[src/pkg/msl_pkg.sv]
// constants, register map and frame states of the serial link configuration block
// assumes a single 10 MHz clock shared by every user of this package
package msl_pkg;
    // clock and timing
    localparam int CLK_HZ = 10_000_000;
    localparam int MS_TIME_US = 1000;
    localparam int MS_CYCLES = (CLK_HZ / 1_000_000) * MS_TIME_US;

    // selectable bit rates, indexed by the rate code
    localparam int RATE_COUNT = 10;
    localparam int RATE_BPS [RATE_COUNT] = '{300, 600, 1200, 2400, 4800, 9600,
                                             19200, 38400, 57600, 115200};

    // parameter addresses
    localparam logic [15:0] ADDR_SAVE_NVM = 16'h0e01;
    localparam logic [15:0] ADDR_BIT_RATE = 16'h0e50;
    localparam logic [15:0] ADDR_CHAR_FMT = 16'h0e51;
    localparam logic [15:0] ADDR_REPLY_DLY = 16'h0e52;
    localparam logic [15:0] ADDR_TIMEOUT = 16'h0e53;
    localparam logic [15:0] ADDR_HALF_ORDER = 16'h0e54;
    localparam logic [15:0] ADDR_VERSION = 16'h0e5a;

    // reset values
    localparam logic RST_SAVE_NVM = 1'h1;
    localparam logic [3:0] RST_BIT_RATE = 4'h9;
    localparam logic [1:0] RST_CHAR_FMT = 2'h3;
    localparam logic [4:0] RST_REPLY_DLY = 5'h00;
    localparam logic [9:0] RST_TIMEOUT = 10'h000;
    localparam logic RST_HALF_ORDER = 1'h1;

    // largest accepted values
    localparam logic [15:0] MAX_BIT_RATE = 16'h0009;
    localparam logic [15:0] MAX_CHAR_FMT = 16'h0003;
    localparam logic [15:0] MAX_REPLY_DLY = 16'h0014;
    localparam logic [15:0] MAX_TIMEOUT = 16'h0258;
    localparam logic [15:0] MAX_FLAG = 16'h0001;

    // character format codes
    localparam logic [1:0] FMT_N2 = 2'h0;
    localparam logic [1:0] FMT_E1 = 2'h1;
    localparam logic [1:0] FMT_O1 = 2'h2;
    localparam logic [1:0] FMT_N1 = 2'h3;

    // order of 16-bit halves
    localparam logic ORDER_HIGH_FIRST = 1'h0;

    // character framing
    localparam logic [3:0] DATA_BITS = 4'h8;

    // version value in hundredths; value is arbitrary
    localparam logic [15:0] LINK_VERSION = 16'h0064;

    // frame states, gray coded along idle-start-data-parity-stop
    typedef enum logic [2:0] {
        FR_IDLE = 3'b000,
        FR_START = 3'b001,
        FR_DATA = 3'b011,
        FR_PARITY = 3'b010,
        FR_STOP = 3'b110
    } msl_frame_t;
endpackage

[src/msl_bit_timer.sv]
// bit timer: one-cycle tick per bit period at the selected rate
// assumes restart is a one-cycle pulse from logic on the same clock
`timescale 1ns/100ps
module msl_bit_timer #(
    parameter int CLK_HZ = msl_pkg::CLK_HZ
) (
    input wire logic ref_clk, // system clock
    input wire logic rst, // synchronous reset, active high
    input wire logic [3:0] rate_code, // bit-rate code, applied at the next reload
    input wire logic restart, // restart the period
    input wire logic half_first, // first tick after half a period
    output logic tick // one pulse per bit period
);
    logic [15:0] cnt_q;
    logic [15:0] div;

    // divisor rounded to nearest; codes above the table fall back to the fastest rate
    always_comb begin
        div = 16'(((CLK_HZ) + msl_pkg::RATE_BPS[9] / 2) / msl_pkg::RATE_BPS[9]);
        for (int i = 0; i < msl_pkg::RATE_COUNT; i++) begin
            if (rate_code == 4'(i)) begin
                div = 16'((CLK_HZ + msl_pkg::RATE_BPS[i] / 2) / msl_pkg::RATE_BPS[i]);
            end
        end
    end

    // period counter; a rate change takes effect at the next reload
    always_ff @(posedge ref_clk) begin
        if (rst) begin
            cnt_q <= 16'h0000;
            tick <= 1'b0;
        end else if (restart) begin
            cnt_q <= half_first ? (div >> 1) : (div - 16'h0001);
            tick <= 1'b0;
        end else if (cnt_q == 16'h0000) begin
            cnt_q <= div - 16'h0001;
            tick <= 1'b1;
        end else begin
            cnt_q <= cnt_q - 16'h0001;
            tick <= 1'b0;
        end
    end
endmodule

[src/msl_link_cfg.sv]
// serial slave port: parameter registers, character framing, reply delay, timeout
// assumes cmd_done, tx and parameter strobes come from logic on ref_clk
`timescale 1ns/100ps
module msl_link_cfg #(
    parameter int MS_CYCLES = msl_pkg::MS_CYCLES,
    parameter int BAUD_CLK_HZ = msl_pkg::CLK_HZ
) (
    input wire logic ref_clk, // system clock
    input wire logic rst, // synchronous reset, active high
    input wire logic [15:0] param_addr, // parameter address
    input wire logic param_wr, // write strobe
    input wire logic param_rd, // read strobe
    input wire logic [15:0] param_wdata, // write data
    output logic [15:0] param_rdata_q, // read data
    output logic param_rvalid_q, // read data valid pulse
    output logic param_werr_q, // refused write pulse
    output logic nvm_save_q, // commit last write to nvm pulse
    input wire logic rx_pin, // serial receive line
    output logic tx_pin_q, // serial transmit line
    output logic [7:0] rx_data_q, // received character
    output logic rx_valid_q, // character received pulse
    output logic rx_err_q, // parity or framing error pulse
    input wire logic [7:0] tx_data, // character to send
    input wire logic tx_valid, // character offered
    output logic tx_ready_q, // transmitter accepts
    input wire logic cmd_done, // full command received pulse
    output logic reply_busy_q, // reply delay running
    output logic timeout_q, // communication timeout flag
    input wire logic [31:0] wide_word, // 32-bit value to split
    input wire logic wide_load, // split strobe
    output logic [15:0] half_first_q, // half sent first
    output logic [15:0] half_second_q // half sent second
);
    logic save_q;
    logic [3:0] rate_q;
    logic [1:0] fmt_q;
    logic [4:0] dly_q;
    logic [9:0] tmo_q;
    logic order_q;
    logic wr_ok;
    logic [15:0] wr_max;
    logic wr_hit;
    logic [15:0] ms_cnt_q;
    logic ms_tick;
    logic [4:0] dly_left_q;
    logic [9:0] gap_q;
    logic armed_q;
    logic rx_s1_q, rx_s2_q, rx_s3_q, rx_lvl_q;
    logic rx_fall;
    msl_pkg::msl_frame_t rx_st_q, tx_st_q;
    logic [3:0] rx_cnt_q, tx_cnt_q;
    logic [7:0] rx_sh_q, tx_sh_q;
    logic rx_stop_q, tx_stop_q;
    logic rx_tick, tx_tick;
    logic tx_go;
    logic has_par;
    logic par_odd;

    assign has_par = (fmt_q == msl_pkg::FMT_E1) || (fmt_q == msl_pkg::FMT_O1);
    assign par_odd = (fmt_q == msl_pkg::FMT_O1);

    // address decode and range check; out-of-range values are refused, not clamped
    always_comb begin
        wr_hit = 1'b1;
        wr_max = msl_pkg::MAX_FLAG;
        case (param_addr)
            msl_pkg::ADDR_SAVE_NVM: wr_max = msl_pkg::MAX_FLAG;
            msl_pkg::ADDR_BIT_RATE: wr_max = msl_pkg::MAX_BIT_RATE;
            msl_pkg::ADDR_CHAR_FMT: wr_max = msl_pkg::MAX_CHAR_FMT;
            msl_pkg::ADDR_REPLY_DLY: wr_max = msl_pkg::MAX_REPLY_DLY;
            msl_pkg::ADDR_TIMEOUT: wr_max = msl_pkg::MAX_TIMEOUT;
            msl_pkg::ADDR_HALF_ORDER: wr_max = msl_pkg::MAX_FLAG;
            default: wr_hit = 1'b0;
        endcase
    end
    assign wr_ok = param_wr && wr_hit && (param_wdata <= wr_max);

    // writable settings
    // rate reset value
    always_ff @(posedge ref_clk) begin
        if (rst) begin
            save_q <= msl_pkg::RST_SAVE_NVM;
            rate_q <= msl_pkg::RST_BIT_RATE;
            fmt_q <= msl_pkg::RST_CHAR_FMT;
            dly_q <= msl_pkg::RST_REPLY_DLY;
            tmo_q <= msl_pkg::RST_TIMEOUT;
            order_q <= msl_pkg::RST_HALF_ORDER;
        end else if (wr_ok) begin
            case (param_addr)
                msl_pkg::ADDR_SAVE_NVM: save_q <= param_wdata[0];
                msl_pkg::ADDR_BIT_RATE: rate_q <= param_wdata[3:0];
                msl_pkg::ADDR_CHAR_FMT: fmt_q <= param_wdata[1:0];
                msl_pkg::ADDR_REPLY_DLY: dly_q <= param_wdata[4:0];
                msl_pkg::ADDR_TIMEOUT: tmo_q <= param_wdata[9:0];
                msl_pkg::ADDR_HALF_ORDER: order_q <= param_wdata[0];
                default: save_q <= save_q;
            endcase
        end
    end

    // write side effects: nvm commit request, refusal pulse
    // save per write
    always_ff @(posedge ref_clk) begin
        if (rst) begin
            nvm_save_q <= 1'b0;
            param_werr_q <= 1'b0;
        end else begin
            nvm_save_q <= wr_ok && save_q;
            param_werr_q <= param_wr && !wr_ok;
        end
    end

    // read port; unmapped addresses read zero
    // version fixed
    always_ff @(posedge ref_clk) begin
        if (rst) begin
            param_rdata_q <= 16'h0000;
            param_rvalid_q <= 1'b0;
        end else begin
            param_rvalid_q <= param_rd;
            case (param_addr)
                msl_pkg::ADDR_SAVE_NVM: param_rdata_q <= {15'h0000, save_q};
                msl_pkg::ADDR_BIT_RATE: param_rdata_q <= {12'h000, rate_q};
                msl_pkg::ADDR_CHAR_FMT: param_rdata_q <= {14'h0000, fmt_q};
                msl_pkg::ADDR_REPLY_DLY: param_rdata_q <= {11'h000, dly_q};
                msl_pkg::ADDR_TIMEOUT: param_rdata_q <= {6'h00, tmo_q};
                msl_pkg::ADDR_HALF_ORDER: param_rdata_q <= {15'h0000, order_q};
                msl_pkg::ADDR_VERSION: param_rdata_q <= msl_pkg::LINK_VERSION;
                default: param_rdata_q <= 16'h0000;
            endcase
        end
    end

    // millisecond prescaler, realigned to each command so delays are never short
    always_ff @(posedge ref_clk) begin
        if (rst || cmd_done || ms_tick) begin
            ms_cnt_q <= 16'h0000;
        end else begin
            ms_cnt_q <= ms_cnt_q + 16'h0001;
        end
    end
    assign ms_tick = (ms_cnt_q == 16'(MS_CYCLES - 1));

    // reply delay after a complete command
    // reply delay count
    always_ff @(posedge ref_clk) begin
        if (rst) begin
            dly_left_q <= 5'h00;
            reply_busy_q <= 1'b0;
        end else if (cmd_done) begin
            dly_left_q <= dly_q;
            reply_busy_q <= (dly_q != 5'h00);
        end else if (ms_tick && reply_busy_q) begin
            dly_left_q <= dly_left_q - 5'h01;
            reply_busy_q <= (dly_left_q != 5'h01);
        end
    end

    // gap supervision between requests; a fresh request clears the flag
    // timeout flag
    always_ff @(posedge ref_clk) begin
        if (rst) begin
            gap_q <= 10'h000;
            armed_q <= 1'b0;
            timeout_q <= 1'b0;
        end else if (cmd_done) begin
            gap_q <= 10'h000;
            armed_q <= 1'b1;
            timeout_q <= 1'b0;
        end else begin
            if (ms_tick && gap_q != 10'h3ff) begin
                gap_q <= gap_q + 10'h001;
            end
            if (tmo_q == 10'h000) begin
                timeout_q <= 1'b0;
            end else if (armed_q && gap_q > tmo_q) begin
                timeout_q <= 1'b1;
            end
        end
    end

    // 32-bit split into halves
    // half order
    always_ff @(posedge ref_clk) begin
        if (rst) begin
            half_first_q <= 16'h0000;
            half_second_q <= 16'h0000;
        end else if (wide_load) begin
            half_first_q <= (order_q == msl_pkg::ORDER_HIGH_FIRST) ?
                wide_word[31:16] : wide_word[15:0];
            half_second_q <= (order_q == msl_pkg::ORDER_HIGH_FIRST) ?
                wide_word[15:0] : wide_word[31:16];
        end
    end

    // receive line synchroniser; level moves only when second and third stages agree
    always_ff @(posedge ref_clk) begin
        if (rst) begin
            rx_s1_q <= 1'b1;
            rx_s2_q <= 1'b1;
            rx_s3_q <= 1'b1;
            rx_lvl_q <= 1'b1;
        end else begin
            rx_s1_q <= rx_pin;
            rx_s2_q <= rx_s1_q;
            rx_s3_q <= rx_s2_q;
            if (rx_s2_q == rx_s3_q) begin
                rx_lvl_q <= rx_s3_q;
            end
        end
    end
    assign rx_fall = rx_lvl_q && !rx_s2_q && !rx_s3_q && (rx_st_q == msl_pkg::FR_IDLE);

    msl_bit_timer #(.CLK_HZ(BAUD_CLK_HZ)) u_rx_timer (
        .ref_clk(ref_clk),
        .rst(rst),
        .rate_code(rate_q),
        .restart(rx_fall),
        .half_first(1'b1),
        .tick(rx_tick)
    );

    // receive framing, sampled mid-bit
    // receive format
    always_ff @(posedge ref_clk) begin
        if (rst) begin
            rx_st_q <= msl_pkg::FR_IDLE;
            rx_cnt_q <= 4'h0;
            rx_sh_q <= 8'h00;
            rx_stop_q <= 1'b0;
            rx_data_q <= 8'h00;
            rx_valid_q <= 1'b0;
            rx_err_q <= 1'b0;
        end else begin
            rx_valid_q <= 1'b0;
            rx_err_q <= 1'b0;
            case (rx_st_q)
                msl_pkg::FR_IDLE: begin
                    if (rx_fall) begin
                        rx_st_q <= msl_pkg::FR_START;
                    end
                end
                msl_pkg::FR_START: begin
                    if (rx_tick) begin
                        rx_st_q <= rx_lvl_q ? msl_pkg::FR_IDLE : msl_pkg::FR_DATA;
                        rx_cnt_q <= 4'h0;
                    end
                end
                msl_pkg::FR_DATA: begin
                    if (rx_tick) begin
                        rx_sh_q <= {rx_lvl_q, rx_sh_q[7:1]};
                        rx_cnt_q <= rx_cnt_q + 4'h1;
                        if (rx_cnt_q == msl_pkg::DATA_BITS - 4'h1) begin
                            rx_st_q <= has_par ? msl_pkg::FR_PARITY : msl_pkg::FR_STOP;
                            rx_stop_q <= (fmt_q == msl_pkg::FMT_N2);
                        end
                    end
                end
                msl_pkg::FR_PARITY: begin
                    if (rx_tick) begin
                        rx_err_q <= (^rx_sh_q ^ par_odd) != rx_lvl_q;
                        rx_st_q <= msl_pkg::FR_STOP;
                    end
                end
                msl_pkg::FR_STOP: begin
                    if (rx_tick) begin
                        if (!rx_lvl_q) begin
                            rx_err_q <= 1'b1;
                            rx_st_q <= msl_pkg::FR_IDLE;
                        end else if (rx_stop_q) begin
                            rx_stop_q <= 1'b0;
                        end else begin
                            rx_data_q <= rx_sh_q;
                            rx_valid_q <= 1'b1;
                            rx_st_q <= msl_pkg::FR_IDLE;
                        end
                    end
                end
                default: rx_st_q <= msl_pkg::FR_IDLE;
            endcase
        end
    end

    // a new command holds the transmitter off in the same cycle
    // transmit held off
    assign tx_go = tx_valid && tx_ready_q && !cmd_done;

    msl_bit_timer #(.CLK_HZ(BAUD_CLK_HZ)) u_tx_timer (
        .ref_clk(ref_clk),
        .rst(rst),
        .rate_code(rate_q),
        .restart(tx_go),
        .half_first(1'b0),
        .tick(tx_tick)
    );

    // transmit framing; the ready flag lags the state by one cycle, hence the extra gates
    // transmit format
    always_ff @(posedge ref_clk) begin
        if (rst) begin
            tx_st_q <= msl_pkg::FR_IDLE;
            tx_cnt_q <= 4'h0;
            tx_sh_q <= 8'h00;
            tx_stop_q <= 1'b0;
            tx_pin_q <= 1'b1;
            tx_ready_q <= 1'b0;
        end else begin
            tx_ready_q <= (tx_st_q == msl_pkg::FR_IDLE) && !tx_go && !reply_busy_q
                && !cmd_done;
            case (tx_st_q)
                msl_pkg::FR_IDLE: begin
                    if (tx_go) begin
                        tx_sh_q <= tx_data;
                        tx_pin_q <= 1'b0;
                        tx_st_q <= msl_pkg::FR_START;
                    end
                end
                msl_pkg::FR_START: begin
                    if (tx_tick) begin
                        tx_pin_q <= tx_sh_q[0];
                        tx_cnt_q <= 4'h1;
                        tx_st_q <= msl_pkg::FR_DATA;
                    end
                end
                msl_pkg::FR_DATA: begin
                    if (tx_tick) begin
                        if (tx_cnt_q == msl_pkg::DATA_BITS) begin
                            tx_pin_q <= has_par ? (^tx_sh_q ^ par_odd) : 1'b1;
                            tx_st_q <= has_par ? msl_pkg::FR_PARITY : msl_pkg::FR_STOP;
                            tx_stop_q <= (fmt_q == msl_pkg::FMT_N2);
                        end else begin
                            tx_pin_q <= tx_sh_q[tx_cnt_q[2:0]];
                            tx_cnt_q <= tx_cnt_q + 4'h1;
                        end
                    end
                end
                msl_pkg::FR_PARITY: begin
                    if (tx_tick) begin
                        tx_pin_q <= 1'b1;
                        tx_st_q <= msl_pkg::FR_STOP;
                    end
                end
                msl_pkg::FR_STOP: begin
                    if (tx_tick) begin
                        if (tx_stop_q) begin
                            tx_stop_q <= 1'b0;
                        end else begin
                            tx_st_q <= msl_pkg::FR_IDLE;
                        end
                    end
                end
                default: tx_st_q <= msl_pkg::FR_IDLE;
            endcase
        end
    end
endmodule

[config.mk]
export PLATFORM = sky130hd
export DESIGN_NAME = msl_link_cfg
export DESIGN_NICKNAME = d
export VERILOG_FILES = /design/src/pkg/msl_pkg.sv /design/src/msl_bit_timer.sv /design/src/msl_link_cfg.sv
export SDC_FILE = /design/constraint.sdc
export NUM_CORES = 1
export LEC_CHECK = 0
export BUFFER_PORTS_ARGS = -buffer_cell sky130_fd_sc_hd__buf_2
export CELL_PAD_IN_SITES_DETAIL_PLACEMENT = 1
export CELL_PAD_IN_SITES_GLOBAL_PLACEMENT = 2
export CORE_ASPECT_RATIO = 1.1
export CORE_UTILIZATION = 37
export CTS_CLUSTER_DIAMETER = 150
export CTS_CLUSTER_SIZE = 8
export DETAILED_ROUTE_END_ITERATION = 6
export PLACE_DENSITY_LB_ADDON = 0.1
export SYNTH_ARGS = -nofsm -noshare
export SYNTH_HDL_FRONTEND = slang
export SYNTH_SLANG_ARGS = --single-unit
[constraint.sdc]
create_clock -name ref_clk -period 9.8 [get_ports ref_clk]
set_input_delay 0.49 -clock ref_clk [delete_from_list [all_inputs] [get_ports ref_clk]]
set_output_delay 0.49 -clock ref_clk [all_outputs]
set_load 0.02 [all_outputs]
; ---- Word level (Yosys, flattened, before mapping)
; Cells that the tools add are included.
[classes]
n_mux = 74
n_reduce_logical = 62
addsub = 8
n_eq_ne = 49
order_cmp = 3
bitwise_logic = 6
[op_table]
columns = op, n
row1 = 16-bit two-way mux, 15
row2 = "16-bit by 12-bit == test with 1-bit output, second input constant", 7
row3 = 10-bit one-hot mux with 7 select lines, 1
row4 = 3-bit two-way mux, 16
row5 = "16-bit by 1-bit subtractor with 16-bit output, second input constant", 3
row6 = 10-bit one-hot mux with 4 select lines, 1
row7 = 16-bit logical NOT, 2
row8 = 3-bit one-hot mux with 5 select lines, 2
row9 = 1-bit two-way mux, 23
row10 = "4-bit by 3-bit == test with 1-bit output, second input constant", 5
row11 = 4-bit two-way mux, 5
row12 = "16-bit by 1-bit adder with 16-bit output, second input constant", 1
row13 = "16-bit by 14-bit == test with 1-bit output, second input constant", 1
row14 = 16-bit <= comparator, 1
row15 = "2-bit by 1-bit != test with 1-bit output, second input constant", 8
row16 = 4-bit one-hot mux with 2 select lines, 2
row17 = 2-bit AND reduction, 8
row18 = 8-bit parity, 2
row19 = 1-bit logical AND, 15
row20 = 15-bit two-way mux, 1
row21 = "2-bit != test, second input constant", 7
row22 = 7-bit AND reduction, 2
row23 = "3-bit by 2-bit == test with 1-bit output, second input constant", 4
row24 = "4-bit == test, second input constant", 3
row25 = 39 further kinds, 67
[totals]
regBits = 190
output_inout_bits = 65
in_bits = 80
elab_cells = 242

; ---- Depth between registers and ports, before layout
; Gate-level depths: netlist (run 1).
[depth]
word_depth = 14
mapped_depth = 13
depth_no_buf = 12

; ---- By module
; From an unflattened synthesis (run 1), not the netlist that was laid out.
[unflattened]
hier_cells = 1230
area_unflattened_um2 = 10405.0
[by_module_without_submodules]
columns = mod, seq_area_each_um2, cells_per_inst, n_inst, area_each_um2
row1 = msl_link_cfg, 3002.9, 826, 1, 7399.6
row2 = msl_bit_timer, 340.3, 202, 2, 1502.7

; ---- Worst setup path after synthesis (run 1)
; No wires, ideal clock.
[synth_timing]
path_kind = input port to flip-flop
from = input port param_addr[13]
to = register tmo_q[0]
setup_time_ns = 0.128
cell_stages = 12
setup_slack_ns = 6.194
t_arrival_ns = 3.478
n_path_buf = 1
t_required_ns = 9.672
cell_sequence = or4_1 or3_1 nor3_4 inv_2 ha_1 nor4bb_1 nand4_1 o21ai_0 a21o_1 clkbuf_1 nand3_1 mux2i_1
[synth_via]
elab_chain_cells = 6
elab_cells_between_ends = 13
cone_classes = order compare: 1 / eq/ne: 6 / mux: 2 / reduce/logical: 4
[synth_lines]
columns = item, line_no
row1 = "start, declared", msl_link_cfg.sv:10  ; input wire logic [15:0] param_addr,
row2 = "parallel branches: the longest is 5 deep, another holds 16-bit <= comparator", n/a
row3 = 2-bit AND reduction (no line) (*), n/a
row4 = "end signal, assigned", msl_link_cfg.sv:86  ; tmo_q <= msl_pkg::RST_TIMEOUT;
row5 = "end signal, assigned", msl_link_cfg.sv:94  ; msl_pkg::ADDR_TIMEOUT: tmo_q <= param_wdata[9:0];
row6 = "end, declared", msl_link_cfg.sv:38  ; logic [9:0] tmo_q;
; Every way passes the cells marked *.
; A chain may end at the register's enable or synchronous reset.

; ---- Worst setup path in the final report (run 1)
[layout_timing]
from = input port param_addr[13]
to = register fmt_q[0]
[layout_via]
elab_chain_cells = 6
elab_cells_between_ends = 13
cone_classes = order compare: 1 / eq/ne: 6 / mux: 2 / reduce/logical: 4
[layout_lines]
columns = item, line_no
row1 = "parallel branches: the longest is 5 deep, another holds 16-bit <= comparator", n/a
row2 = 2-bit AND reduction (no line) (*), n/a
row3 = "end signal, assigned", msl_link_cfg.sv:84  ; fmt_q <= msl_pkg::RST_CHAR_FMT;
row4 = "end signal, assigned", msl_link_cfg.sv:92  ; msl_pkg::ADDR_CHAR_FMT: fmt_q <= param_wdata[1:0];
row5 = "end, declared", msl_link_cfg.sv:36  ; logic [1:0] fmt_q;
; Marked as above.

==> flow_metrics.env, run 1 <==
export IMPL_synthDominantCellAreaShare_pct=39.6
export IMPL_drt_initial_drc_count=314
export IMPL_count_of_unresolved_drc_violations_after_routing=0
export IMPL_via_per_inst=5.27
export IMPL_worst_setup_path_start_kind="primary input"
export IMPL_worstPathRequired_ns=10.10
export IMPL_clock_fmax_ghz=0.259
export IMPL_number_of_buffers_inserted_for_hold_repair_after_clock_tree_synthesis=0
export IMPL_antenna_left=0
export IMPL_ir_drop_worst_case_vdd_mv=0.0963
export IMPL_number_of_optimization_iterations_in_the_first_detailed_route_pass=4
export IMPL_number_of_antenna_violations_at_the_first_check_in_global_routing=2
export IMPL_io_pins=145
export IMPL_worstPathCellList="buf_2 > or4_1 > nor3_2 > and2_1 > nand2_1 > ha_1 > nor4bb_1 > o211ai_1 > a21oi_1 > nor3_1 > mux2i_1"
export IMPL_synth_largest_area_cell="sky130_fd_sc_hd__dfxtp_1"
export IMPL_timing_setup_tns_ns=0
export IMPL_cts_reportedPaths_clkPinSlew_ns=0.07
export IMPL_tightestPinTransition_ns=1.09
export IMPL_grt_setup_unrepaired="no"
export IMPL_grt_max_degree=91
export IMPL_global_route_usage_met1_pct=25.4
export IMPL_max_stage_delay_ns=0.77
export IMPL_syn_mean_instance_area_um2=8.72
export IMPL_layout_common_cells="sky130_fd_sc_hd__dfxtp_1 (183), sky130_fd_sc_hd__nor2_1 (152), sky130_fd_sc_hd__buf_2 (137)"
export IMPL_die_height_um=168
export IMPL_leakage_uw=0.00457
export IMPL_clkLatencyLatePin_ns=0.43
export IMPL_type_of_the_most_critical_hold_path="primary input to flop"
export IMPL_global_route_peak_usage_layer="met2"
export IMPL_proportion_of_synthesized_chip_area_in_sequential_cells_pct=39.6
export IMPL_worstPathBufferInverterCount=1
export IMPL_syn_instance_count=1066
export IMPL_global_route_usage_met2_pct=34.8
export IMPL_area_growth_syn_to_fin_pct=15.5
export IMPL_post_cts_resize_count=0
export IMPL_post_synth_fa_ha_maj_area_fraction_pct=4.04
export IMPL_crit_path_max_fanout=9
export IMPL_die_width_um=153
export IMPL_placement_io_buffers=138
export IMPL_synthSimpleGateAreaFrac_pct=22.3
export IMPL_grt_first_pass_wirelength_mm=41.3
export IMPL_clockRootBuffer="sky130_fd_sc_hd__clkbuf_16"
export IMPL_synth_async_sr_flop_share_pct=0
export IMPL_finalCriticalPeriod_ns=3.86
export IMPL_track_usage_pct=20.0
export IMPL_max_slew_margin_pct=27.3
export IMPL_route_detailed_wl_per_inst_um=17.0
export IMPL_combinational_family_with_the_most_area_after_synthesis="simple AND/OR/NAND/NOR gates"
export IMPL_status="complete, no violations"
export IMPL_gp_congestion=0.766
export IMPL_core_area_mm2=0.0245
export IMPL_cts_sinks=184
export IMPL_timing_final_setup_violations=0
export IMPL_remaining_global_route_overflow=0
export IMPL_total_number_of_yosys_warnings=0
export IMPL_grt_util_met3_pct=3.66
export IMPL_wl_mm=25.2
export IMPL_htree_levels=4
export IMPL_first_global_vias=7834
export IMPL_post_synth_mux_area_share_pct=9.51
export IMPL_num_nets_final=1273
export IMPL_cts_setup_buffers=0
export IMPL_crit_family="simple AND/OR/NAND/NOR gates"
export IMPL_cts_tree="built"
export IMPL_cts_inserted_buffers=17
export IMPL_detailroute_via_count=7837
export IMPL_worst_setup_path_end_kind="flop"
export IMPL_finalHoldViolations=0
export IMPL_max_cap_violations=0
export IMPL_final_min_period_over_clock_period_pct=39.3
export IMPL_critPathArrivalTime_ns=4.15
export IMPL_cts_buffer_depth=2
export IMPL_synth_cell_type_count=68
export IMPL_final_max_slew_viol_count=0
export IMPL_number_of_synthesized_flops_with_an_enable_pin=0
export IMPL_slowest_stage="sky130_fd_sc_hd__a21oi_1"
export IMPL_power_per_cell_area_mw_per_mm2=190
export IMPL_synth_cell_area_mm2=0.00929
export IMPL_layout_setup_ws_ns=5.94
export IMPL_half_perimeter_wire_length_after_placement_mm=18.3
export IMPL_yosys_top_cells_area="sky130_fd_sc_hd__dfxtp_1 (40%), sky130_fd_sc_hd__mux2i_1 (8.3%), sky130_fd_sc_hd__nor2_1 (6.1%), sky130_fd_sc_hd__a211oi_1 (4.5%), sky130_fd_sc_hd__ha_1 (4.0%)"
export IMPL_most_common_cell_after_layout_fill_and_taps_aside="sky130_fd_sc_hd__dfxtp_1"
export IMPL_final_setup_skew_ns=0.0121
export IMPL_worst_hold_slack_ns=0.268
export IMPL_ys_flop_type="sky130_fd_sc_hd__dfxtp_1"
export IMPL_synth_compound_gate_area_share_pct=13.3
export IMPL_floorplan_initialDensity_pct=37.9
export IMPL_fraction_of_synthesized_cell_area_in_xor_and_xnor_cells_pct=6.61
export IMPL_setup_worst_path_class="primary input to flop"
export IMPL_layout_drive_gt1_share_pct=16.9
export IMPL_row_count=60
export IMPL_die_area_mm2=0.0258
export IMPL_dpl_worst_slack_ns=5.57
export IMPL_flip_flop_and_latch_count_after_synthesis=184
## layout make-up
type / count / area [µm²]
fillers: 2978 / 13800
multi-input cells: 783 / 5210
flip-flops and latches: 184 / 3680
repair buffers: 141 / 716
clock buffers: 18 / 429
well taps: 310 / 388
clock inverters: 13 / 163
inverters: 36 / 135
diodes: 1 / 2.50
## worst reg2reg max path: stages (launching register included)
cell	delay [ns]
sky130_fd_sc_hd__dfxtp_1	0.34
sky130_fd_sc_hd__or3_1	0.41
sky130_fd_sc_hd__or3b_1	0.53
sky130_fd_sc_hd__nand4bb_1	0.81
sky130_fd_sc_hd__inv_1	0.31
sky130_fd_sc_hd__nor2_1	0.08
sky130_fd_sc_hd__o32ai_1	0.26
## logic make-up (layout without fill, tap and decap cells)
| group | after synthesis | count (layout) |
|---|---|---|
| and+or+nand+nor | 413 | 413 |
| DFF | 184 | 184 |
| adders and majority gates | 30 | 30 |
| muxes | 83 | 83 |
| buffers and inverters | 104 | 208 |
| AOI/OAI and AO/OA | 184 | 184 |
| other | 1 | 7 |
| xor gates and xnor gates | 67 | 67 |
## Yosys cell counts, types with 3 or more instances
| cell type | instances |
|---|---|
| sky130_fd_sc_hd__nand2b_1 | 23 |
| sky130_fd_sc_hd__a211oi_1 | 56 |
| sky130_fd_sc_hd__nor2_1 | 152 |
| sky130_fd_sc_hd__xnor2_1 | 32 |
| sky130_fd_sc_hd__or3_1 | 9 |
| sky130_fd_sc_hd__ha_1 | 30 |
| sky130_fd_sc_hd__and4_1 | 4 |
| sky130_fd_sc_hd__nand4_1 | 21 |
| sky130_fd_sc_hd__o21ai_0 | 21 |
| sky130_fd_sc_hd__xor2_1 | 33 |
| sky130_fd_sc_hd__o22ai_1 | 9 |
| sky130_fd_sc_hd__nor2b_1 | 16 |
| sky130_fd_sc_hd__o31ai_1 | 9 |
| sky130_fd_sc_hd__or2_2 | 7 |
| sky130_fd_sc_hd__a21oi_1 | 47 |
| sky130_fd_sc_hd__a41oi_1 | 3 |
| sky130_fd_sc_hd__a21o_1 | 4 |
| sky130_fd_sc_hd__a31oi_1 | 3 |
| sky130_fd_sc_hd__dfxtp_1 | 184 |
| sky130_fd_sc_hd__inv_1 | 35 |
| sky130_fd_sc_hd__mux4_2 | 4 |
| sky130_fd_sc_hd__and2_1 | 5 |
| sky130_fd_sc_hd__nand3b_1 | 3 |
| sky130_fd_sc_hd__o21a_1 | 5 |
| sky130_fd_sc_hd__or4_1 | 3 |
| sky130_fd_sc_hd__and3_1 | 9 |
| sky130_fd_sc_hd__buf_4 | 6 |
| sky130_fd_sc_hd__nor3_1 | 30 |
| sky130_fd_sc_hd__clkbuf_1 | 53 |
| sky130_fd_sc_hd__nor4_1 | 14 |
| sky130_fd_sc_hd__nor3b_1 | 5 |
| sky130_fd_sc_hd__buf_2 | 7 |
| sky130_fd_sc_hd__nor4b_1 | 4 |
| sky130_fd_sc_hd__nand3_1 | 20 |
| sky130_fd_sc_hd__nand2_1 | 71 |
| sky130_fd_sc_hd__mux2i_1 | 77 |
| sky130_fd_sc_hd__a311oi_1 | 7 |
## state kept, by name, indices dropped and copies added, names as in the netlist, 2 cells and up
register,flops
param_rdata_q,10
rx_data_q,8
half_second_q,16
dly_left_q,5
tx_sh_q,8
rx_st_q,3
ms_cnt_q,16
fmt_q,2
u_tx_timer.cnt_q,16
tmo_q,10
dly_q,5
tx_st_q,3
half_first_q,16
u_rx_timer.cnt_q,16
tx_cnt_q,4
rx_cnt_q,4
rx_sh_q,8
gap_q,10
rate_q,4
## report_power, final
group	internal [µW]	switching [µW]
sequential	810	60.5
clock	384	324
combinational	210	250
## routing by layer
layer	routed length [µm]	up-vias
li1	-	3956
met2	12500	96
met4	216	0
met3	653	13
met5	0	-
met1	11900	3772
## per-stage QoR
step | total power (µW) | utilization [%] | instance area [µm²] | cells
2_1_floorplan | 1240 | - | 9310 | 1071
3_3_place_gp | 1340 | 41.3 | 10100 | 1454
3_5_place_dp | 1350 | 41.3 | 10100 | 1454
4_1_cts | 2070 | 43.7 | 10700 | 1485
5_1_grt | 2160 | 43.7 | 10700 | 1486
6_report | 2040 | 43.7 | 10700 | 1486
## final timing paths
path / start / to / slack (ns) / cells past startpoint
hold / removal: param_rd / param_rvalid_q$_SDFF_PP0_ / 0.27 / 2
setup / recovery: param_addr[13] / fmt_q[0]$_SDFFE_PP1P_ / 5.94 / 11
hold reg to reg: rx_s1_q$_SDFF_PP1_ / rx_s2_q$_SDFF_PP1_ / 0.42 / 1
setup reg to reg: u_rx_timer.cnt_q[2]$_SDFF_PP0_ / u_rx_timer.cnt_q[7]$_SDFF_PP0_ / 6.97 / 6
(Power assumes the default switching activity.)
==> inputs of run 2 (changes only) <==
Settings changed: CORE_UTILIZATION 37 to 31.
Clock period 9.8 ns to 3.5 ns, I/O delays scaled along.
==> run 2 against run 1 <==
  * First-iteration DRC count shrank 6.1%
  * Utilization is 6.6 points lower
  * Wire length rose by 4.1%
  * Via count rose by 1.3%
  * Final area increased by 2.3%
  * Clock skew down 0.0015 ns
  * Critical path type unchanged
  * Largest cell class unchanged
==> flow_metrics.env, run 2 (synthesis results as in run 1) <==
export IMPL_worstPathBufferInverterCount=3
export IMPL_count_of_unresolved_drc_violations_after_routing=0
export IMPL_grt_setup_unrepaired="no"
export IMPL_finalCriticalPeriod_ns=3.03
export IMPL_final_min_period_over_clock_period_pct=86.5
export IMPL_cts_buffer_depth=2
export IMPL_worst_setup_path_start_kind="primary input"
export IMPL_gp_congestion=0.749
export IMPL_status="complete, no violations"
export IMPL_p_total_uw=5630
export IMPL_number_of_antenna_violations_at_the_first_check_in_global_routing=0
export IMPL_die_height_um=184
export IMPL_floorplan_initialDensity_pct=31.4
export IMPL_timing_setup_tns_ns=0
export IMPL_via_per_inst=5.04
export IMPL_crit_path_max_fanout=10
export IMPL_io_pins=145
export IMPL_worstPathRequired_ns=3.83
export IMPL_worst_setup_path_end_kind="flop"
export IMPL_tightestPinTransition_ns=1.12
export IMPL_worstPathCellList="buf_2 > or4_1 > or3_1 > nor3_4 > inv_2 > ha_1 > nor4bb_1 > o211ai_1 > a21oi_1 > buf_4 > nor3_1 > and3b_1"
export IMPL_area_growth_syn_to_fin_pct=18.1
export IMPL_type_of_the_most_critical_hold_path="primary input to flop"
export IMPL_placement_io_buffers=138
export IMPL_grt_first_pass_wirelength_mm=42.4
export IMPL_detailroute_via_count=7935
export IMPL_layoutNonFillerInstCount=1574
export IMPL_first_global_vias=8024
export IMPL_crit_family="simple AND/OR/NAND/NOR gates"
export IMPL_num_fill_cells=3496
export IMPL_final_max_slew_viol_count=0
export IMPL_clock_fmax_ghz=0.330
export IMPL_ir_drop_worst_case_vdd_mv=0.230
export IMPL_layout_common_cells="sky130_fd_sc_hd__dfxtp_1 (183), sky130_fd_sc_hd__nor2_1 (152), sky130_fd_sc_hd__buf_2 (137)"
export IMPL_die_width_um=167
export IMPL_cts_tree="built"
export IMPL_row_count=66
export IMPL_layout_drive_gt1_share_pct=17.7
export IMPL_die_area_mm2=0.0307
export IMPL_cts_reportedPaths_clkPinSlew_ns=0.08
export IMPL_clockRootBuffer="sky130_fd_sc_hd__clkbuf_16"
export IMPL_number_of_buffers_inserted_for_hold_repair_after_clock_tree_synthesis=11
export IMPL_cts_inserted_buffers=17
export IMPL_power_per_cell_area_mw_per_mm2=513
export IMPL_final_setup_skew_ns=0.0106
export IMPL_post_place_cells=1530
export IMPL_route_detailed_wl_per_inst_um=16.7
export IMPL_track_usage_pct=17.4
export IMPL_clkLatencyLatePin_ns=0.44
export IMPL_most_common_cell_after_layout_fill_and_taps_aside="sky130_fd_sc_hd__dfxtp_1"
export IMPL_dpl_worst_slack_ns=0.0101
export IMPL_timing_final_setup_violations=0
export IMPL_layout_setup_ws_ns=0.474
export IMPL_critPathArrivalTime_ns=3.36
export IMPL_max_slew_margin_pct=25.6
export IMPL_max_stage_delay_ns=0.58
export IMPL_half_perimeter_wire_length_after_placement_mm=19.1
export IMPL_drt_initial_drc_count=295
export IMPL_finalHoldViolations=0
export IMPL_leakage_uw=0.00466
export IMPL_setup_worst_path_class="primary input to flop"
export IMPL_wl_mm=26.3
export IMPL_htree_levels=4
export IMPL_grt_max_degree=65
export IMPL_remaining_global_route_overflow=0
export IMPL_core_area_mm2=0.0296
export IMPL_antenna_left=0
export IMPL_number_of_optimization_iterations_in_the_first_detailed_route_pass=4
export IMPL_slowest_stage="sky130_fd_sc_hd__or4_1"
export IMPL_cts_setup_buffers=0
export IMPL_num_nets_final=1296
export IMPL_post_cts_resize_count=0
export IMPL_cts_sinks=184
export IMPL_max_cap_violations=0
[run 2: cell count changes in the layout (fill, tap and decap cells not counted), sizes merged]
cell	delta
buf	+12
bufinv	-1
clkinv	+4
clkinvlp	+2
dlygate4sd3	+11
inv	-4
[run 2: routing by layer]
layer / track usage, % / up-vias / share of wire [%]
li1: - / 4005 / -
met1: 22.0 / 3813 / 47
met2: 30.4 / 97 / 49
met3: 2.95 / 20 / 2.2
met4: 4.48 / 0 / 1.1
met5: 0 / - / 0
[run 2: area by class of cell]
type	instances	area, µm²	share of cell area (%)
Multi-Input combinational cell	783	5210	47.5
Sequential cell	184	3680	33.6
Timing Repair Buffer	164	916	8.35
Tap cell	374	468	4.26
Clock buffer	18	429	3.91
Inverter	36	135	1.23
Clock inverter	14	126	1.15
Antenna cell	1	2.50	0.0228
[run 2: worst paths after layout]
path / startpoint / end / slack, ns / cells past startpoint
worst max register to register: rate_q[2]$_SDFFE_PP0P_ / u_rx_timer.cnt_q[4]$_SDFF_PP0_ / 1.07 / 8
worst min register to register: rx_s1_q$_SDFF_PP1_ / rx_s2_q$_SDFF_PP1_ / 0.41 / 1
worst max-delay path: param_addr[13] / nvm_save_q$_SDFF_PP0_ / 0.47 / 12
worst min-delay path: param_wdata[9] / tmo_q[9]$_SDFFE_PP0P_ / 0.02 / 3
[run 2: worst register-to-register path: cells and delay by family (launching register included)]
family / cells / cell delay [ns]
compound gates: 5 / 1.06
xor+xnor: 1 / 0.08
fa+ha+maj: 1 / 0.27
flops: 1 / 0.50
simple gates: 1 / 0.46
[run 2: through the flow]
| step | hold slack (ns) | area, µm² | util (%) |
|---|---|---|---|
| 6_report | 0.0187 | 11000 | 37.1 |
| 5_1_grt | 0.0257 | 11000 | 37.1 |
| 4_1_cts | 0.000600 | 11000 | 37.1 |
| 3_5_place_dp | 0.395 | 10300 | 34.9 |
| 3_3_place_gp | 0.382 | 10300 | 34.9 |
| 2_1_floorplan | 0.279 | 9310 | - |
[run 2: where the power goes]
part | switching [µW] | internal (µW)
combinational | 706 | 614
sequential | 169 | 2270
clock | 886 | 987
==> inputs of run 3 (changes only) <==
Settings changed: ABC_AREA set to 1, CORE_UTILIZATION 31 to 29, SYNTH_HIERARCHICAL set to 1.
==> run 3 against run 2 <==
  * Synthesized cell count rose by 55%
  * Setup slack improved by 0.39 ns
  * Register-to-register slack got worse by 0.18 ns
  * Clock power rose by 4%
  * Critical path type unchanged
==> flow_metrics.env, run 3 <==
export IMPL_most_common_cell_after_layout_fill_and_taps_aside="sky130_fd_sc_hd__nand2_1"
export IMPL_setup_worst_path_class="primary input to flop"
export IMPL_min_delay_worst_endpoint="tmo_q[9]$_SDFFE_PP0P_"
export IMPL_final_max_slew_viol_count=0
export IMPL_timing_final_setup_violations=0
export IMPL_die_height_um=205
export IMPL_area_growth_syn_to_fin_pct=17.3
export IMPL_power_per_cell_area_mw_per_mm2=557
export IMPL_timing_setup_tns_ns=0
export IMPL_detailroute_via_count=10913
export IMPL_hp_start="param_wdata[9]"
export IMPL_number_of_synthesized_flops_with_an_enable_pin=0
export IMPL_row_count=74
export IMPL_cts_buffer_depth=2
export IMPL_via_per_inst=4.74
export IMPL_die_area_mm2=0.0384
export IMPL_layout_drive_gt1_share_pct=14.8
export IMPL_io_pins=145
export IMPL_dpl_worst_slack_ns=0.359
export IMPL_synth_cell_area_mm2=0.0109
export IMPL_rr_startpoint="rx_cnt_q[1]$_SDFFE_PP0P_"
export IMPL_p_switching_uw=2840
export IMPL_timing_rr_end="u_rx_timer/cnt_q[13]$_SDFF_PP0_"
export IMPL_global_route_peak_usage_layer="met2"
export IMPL_power_frac_seq_pct=35.5
export IMPL_final_min_period_over_clock_period_pct=75.4
export IMPL_flip_flop_and_latch_count_after_synthesis=184
export IMPL_count_of_unresolved_drc_violations_after_routing=0
export IMPL_num_nets_final=1907
export IMPL_ys_flop_type="sky130_fd_sc_hd__dfxtp_1"
export IMPL_clock_fmax_ghz=0.379
export IMPL_power_internal_uw=4270
export IMPL_cts_tree="built"
export IMPL_global_route_usage_met2_pct=33.0
export IMPL_clockRootBuffer="sky130_fd_sc_hd__clkbuf_16"
export IMPL_drt_initial_drc_count=399
export IMPL_synth_cell_type_count=47
export IMPL_tightestPinTransition_ns=1.11
export IMPL_floorplan_initialDensity_pct=29.4
export IMPL_r2r_cells=9
export IMPL_layout_common_cells="sky130_fd_sc_hd__nand2_1 (369), sky130_fd_sc_hd__inv_1 (220), sky130_fd_sc_hd__nor2_1 (187)"
export IMPL_clkLatencyLatePin_ns=0.45
export IMPL_total_number_of_yosys_warnings=6
export IMPL_finalCriticalPeriod_ns=2.64
export IMPL_worst_setup_path_end_kind="flop"
export IMPL_core_area_mm2=0.0370
export IMPL_global_route_usage_met1_pct=22.0
export IMPL_cts_inserted_buffers=17
export IMPL_wl_mm=34.7
export IMPL_reg2reg_setup_slack_ns=0.89
export IMPL_layout_setup_ws_ns=0.859
export IMPL_syn_instance_count=1647
export IMPL_worstPathRequired_ns=3.80
export IMPL_finalHoldViolations=0
export IMPL_cts_setup_buffers=0
export IMPL_cts_sinks=184
export IMPL_gp_congestion=0.823
export IMPL_grt_setup_unrepaired="no"
export IMPL_type_of_the_most_critical_hold_path="primary input to flop"
export IMPL_leakage_uw=0.00588
export IMPL_half_perimeter_wire_length_after_placement_mm=27.2
export IMPL_grt_first_pass_wirelength_mm=57.5
export IMPL_p_comb_share_pct=37.2
export IMPL_pwr_share_clk_pct=27.3
export IMPL_layout_cell_area_non_filler_mm2=0.0128
export IMPL_synth_largest_area_cell="sky130_fd_sc_hd__dfxtp_1"
export IMPL_first_global_vias=11354
export IMPL_final_setup_skew_ns=0.00840
export IMPL_die_width_um=187
export IMPL_synth_async_sr_flop_share_pct=0
export IMPL_placed_cell_area_mm2=0.0121
export IMPL_syn_mean_instance_area_um2=6.62
export IMPL_number_of_optimization_iterations_in_the_first_detailed_route_pass=4
export IMPL_ir_drop_worst_case_vdd_mv=0.372
export IMPL_sw_frac_of_total_pct=39.9
export IMPL_placement_io_buffers=138
export IMPL_proportion_of_synthesized_chip_area_in_sequential_cells_pct=33.8
export IMPL_grt_max_degree=65
export IMPL_number_of_antenna_violations_at_the_first_check_in_global_routing=2
export IMPL_critPathArrivalTime_ns=2.94
export IMPL_worst_setup_path_start_kind="primary input"
export IMPL_number_of_instances_on_the_worst_hold_path=3
export IMPL_status="complete, no violations"
export IMPL_synthMostInstantiatedCell="sky130_fd_sc_hd__nand2_1"
export IMPL_track_usage_pct=18.6
export IMPL_cts_reportedPaths_clkPinSlew_ns=0.07
export IMPL_antenna_left=0
export IMPL_max_slew_margin_pct=26.0
export IMPL_grt_util_met3_pct=3.97
export IMPL_htree_levels=4
export IMPL_route_detailed_wl_per_inst_um=15.1
export IMPL_synthDominantCellAreaShare_pct=33.8
export IMPL_max_cap_violations=0
export IMPL_yosys_top_cells_area="sky130_fd_sc_hd__dfxtp_1 (34%), sky130_fd_sc_hd__nand2_1 (13%), sky130_fd_sc_hd__inv_1 (7.6%), sky130_fd_sc_hd__nor2_1 (6.4%), sky130_fd_sc_hd__a21oi_1 (5.3%)"
export IMPL_remaining_global_route_overflow=0
export IMPL_ys_top_cells_by_count="sky130_fd_sc_hd__nand2_1 (369), sky130_fd_sc_hd__inv_1 (221), sky130_fd_sc_hd__nor2_1 (187)"
export IMPL_crit_path_max_fanout=18
export IMPL_crit_path_start="param_addr[13]"
run 3: cell count changes in the layout (fill, tap and decap cells not counted), moves of 27 or more:
cell                       change
sky130_fd_sc_hd__a211oi_1     -52
sky130_fd_sc_hd__a21oi_1      +68
sky130_fd_sc_hd__inv_1       +185
sky130_fd_sc_hd__mux2i_1      -77
sky130_fd_sc_hd__nand2_1     +298
sky130_fd_sc_hd__nand3_1      +94
sky130_fd_sc_hd__nand4_1      +27
sky130_fd_sc_hd__nor2_1       +35
sky130_fd_sc_hd__o211ai_1     +39
sky130_fd_sc_hd__o21ai_0      +60
run 3: area by class of cell:
class | count | area, µm²
tap | 494 | 618
timing repair buffer | 164 | 913
antenna | 1 | 2.50
inverter | 236 | 886
clock buffer | 23 | 488
clock inverter | 9 | 88.8
sequential | 184 | 3680
fill | 4802 | 24300
multi-input combinational | 1192 | 6100
run 3: cells by family (layout without fill, tap and decap cells):
kind of cell               after synthesis  count (layout)  synth area share [%]
and+or+nand+nor                        820             820                  33.9
AOI/OAI and AO/OA                      290             290                  15.1
buffers and inverters                  287             432                  10.8
other                                    2              19                0.0689
adders and majority gates               32              32                  3.67
xor gates and xnor gates                32              32                  2.57
DFF                                    184             184                  33.8
run 3: repair_timing:
action	in CTS	in global routing
gates resized for setup	0	0
hold buffers	11	0
endpoints found under the hold margin	11	0
run 3: layer usage:
layer	vias up	share of wire, %
li1	5632	-
met1	5076	45
met2	157	48
met3	46	4.1
met4	2	2.3
met5	-	0.037
run 3: worst max path at each step:
stage / endpoint / cells past startpoint
floorplan: order_q$_SDFFE_PP1P_ / 17
global placement: tmo_q[6]$_SDFFE_PP0P_ / 18
detailed placement: order_q$_SDFFE_PP1P_ / 18
CTS: order_q$_SDFFE_PP1P_ / 18
global route: dly_q[2]$_SDFFE_PP0P_ / 18
finish: order_q$_SDFFE_PP1P_ / 18
run 3: stage by stage:
stage / instances / util, % / power [µW] / hold slack [ns]
6_report: 2303 / 34.5 / 7110 / 0.0323
5_1_grt: 2302 / 34.5 / 7710 / 0.0331
4_1_cts: 2302 / 34.5 / 7250 / 0.0106
3_5_place_dp: 2259 / 32.6 / 5240 / 0.365
3_3_place_gp: 2259 / 32.6 / 5230 / 0.373
2_1_floorplan: 1663 / - / 4540 / 0.244
run 3: critical path, stage by stage:
cell and delay, ns:
sky130_fd_sc_hd__buf_2 0.09, sky130_fd_sc_hd__nor2_1 0.09, sky130_fd_sc_hd__nand2_1 0.13, sky130_fd_sc_hd__nor2_8 0.18
sky130_fd_sc_hd__nand2_1 0.17, sky130_fd_sc_hd__nor2_2 0.22, sky130_fd_sc_hd__inv_2 0.16, sky130_fd_sc_hd__ha_1 0.31
sky130_fd_sc_hd__o21ai_0 0.08, sky130_fd_sc_hd__nand2_1 0.07, sky130_fd_sc_hd__nor2_1 0.09, sky130_fd_sc_hd__nand2_1 0.06
sky130_fd_sc_hd__nand2_1 0.05, sky130_fd_sc_hd__nand2_1 0.05, sky130_fd_sc_hd__nand2_1 0.47, sky130_fd_sc_hd__nand2_1 0.19
sky130_fd_sc_hd__o21ai_0 0.26, sky130_fd_sc_hd__nand3_1 0.10
run 3: power groups by stage:
| stage | sequential (µW) | combinational, µW | clock, µW |
|---|---|---|---|
| floorplan | 2560 | 1980 | 0 |
| global placement | 2580 | 2650 | 0 |
| detailed placement | 2580 | 2670 | 0 |
| CTS | 2530 | 2690 | 2030 |
| global route | 2550 | 3040 | 2110 |
| finish | 2520 | 2650 | 1940 |
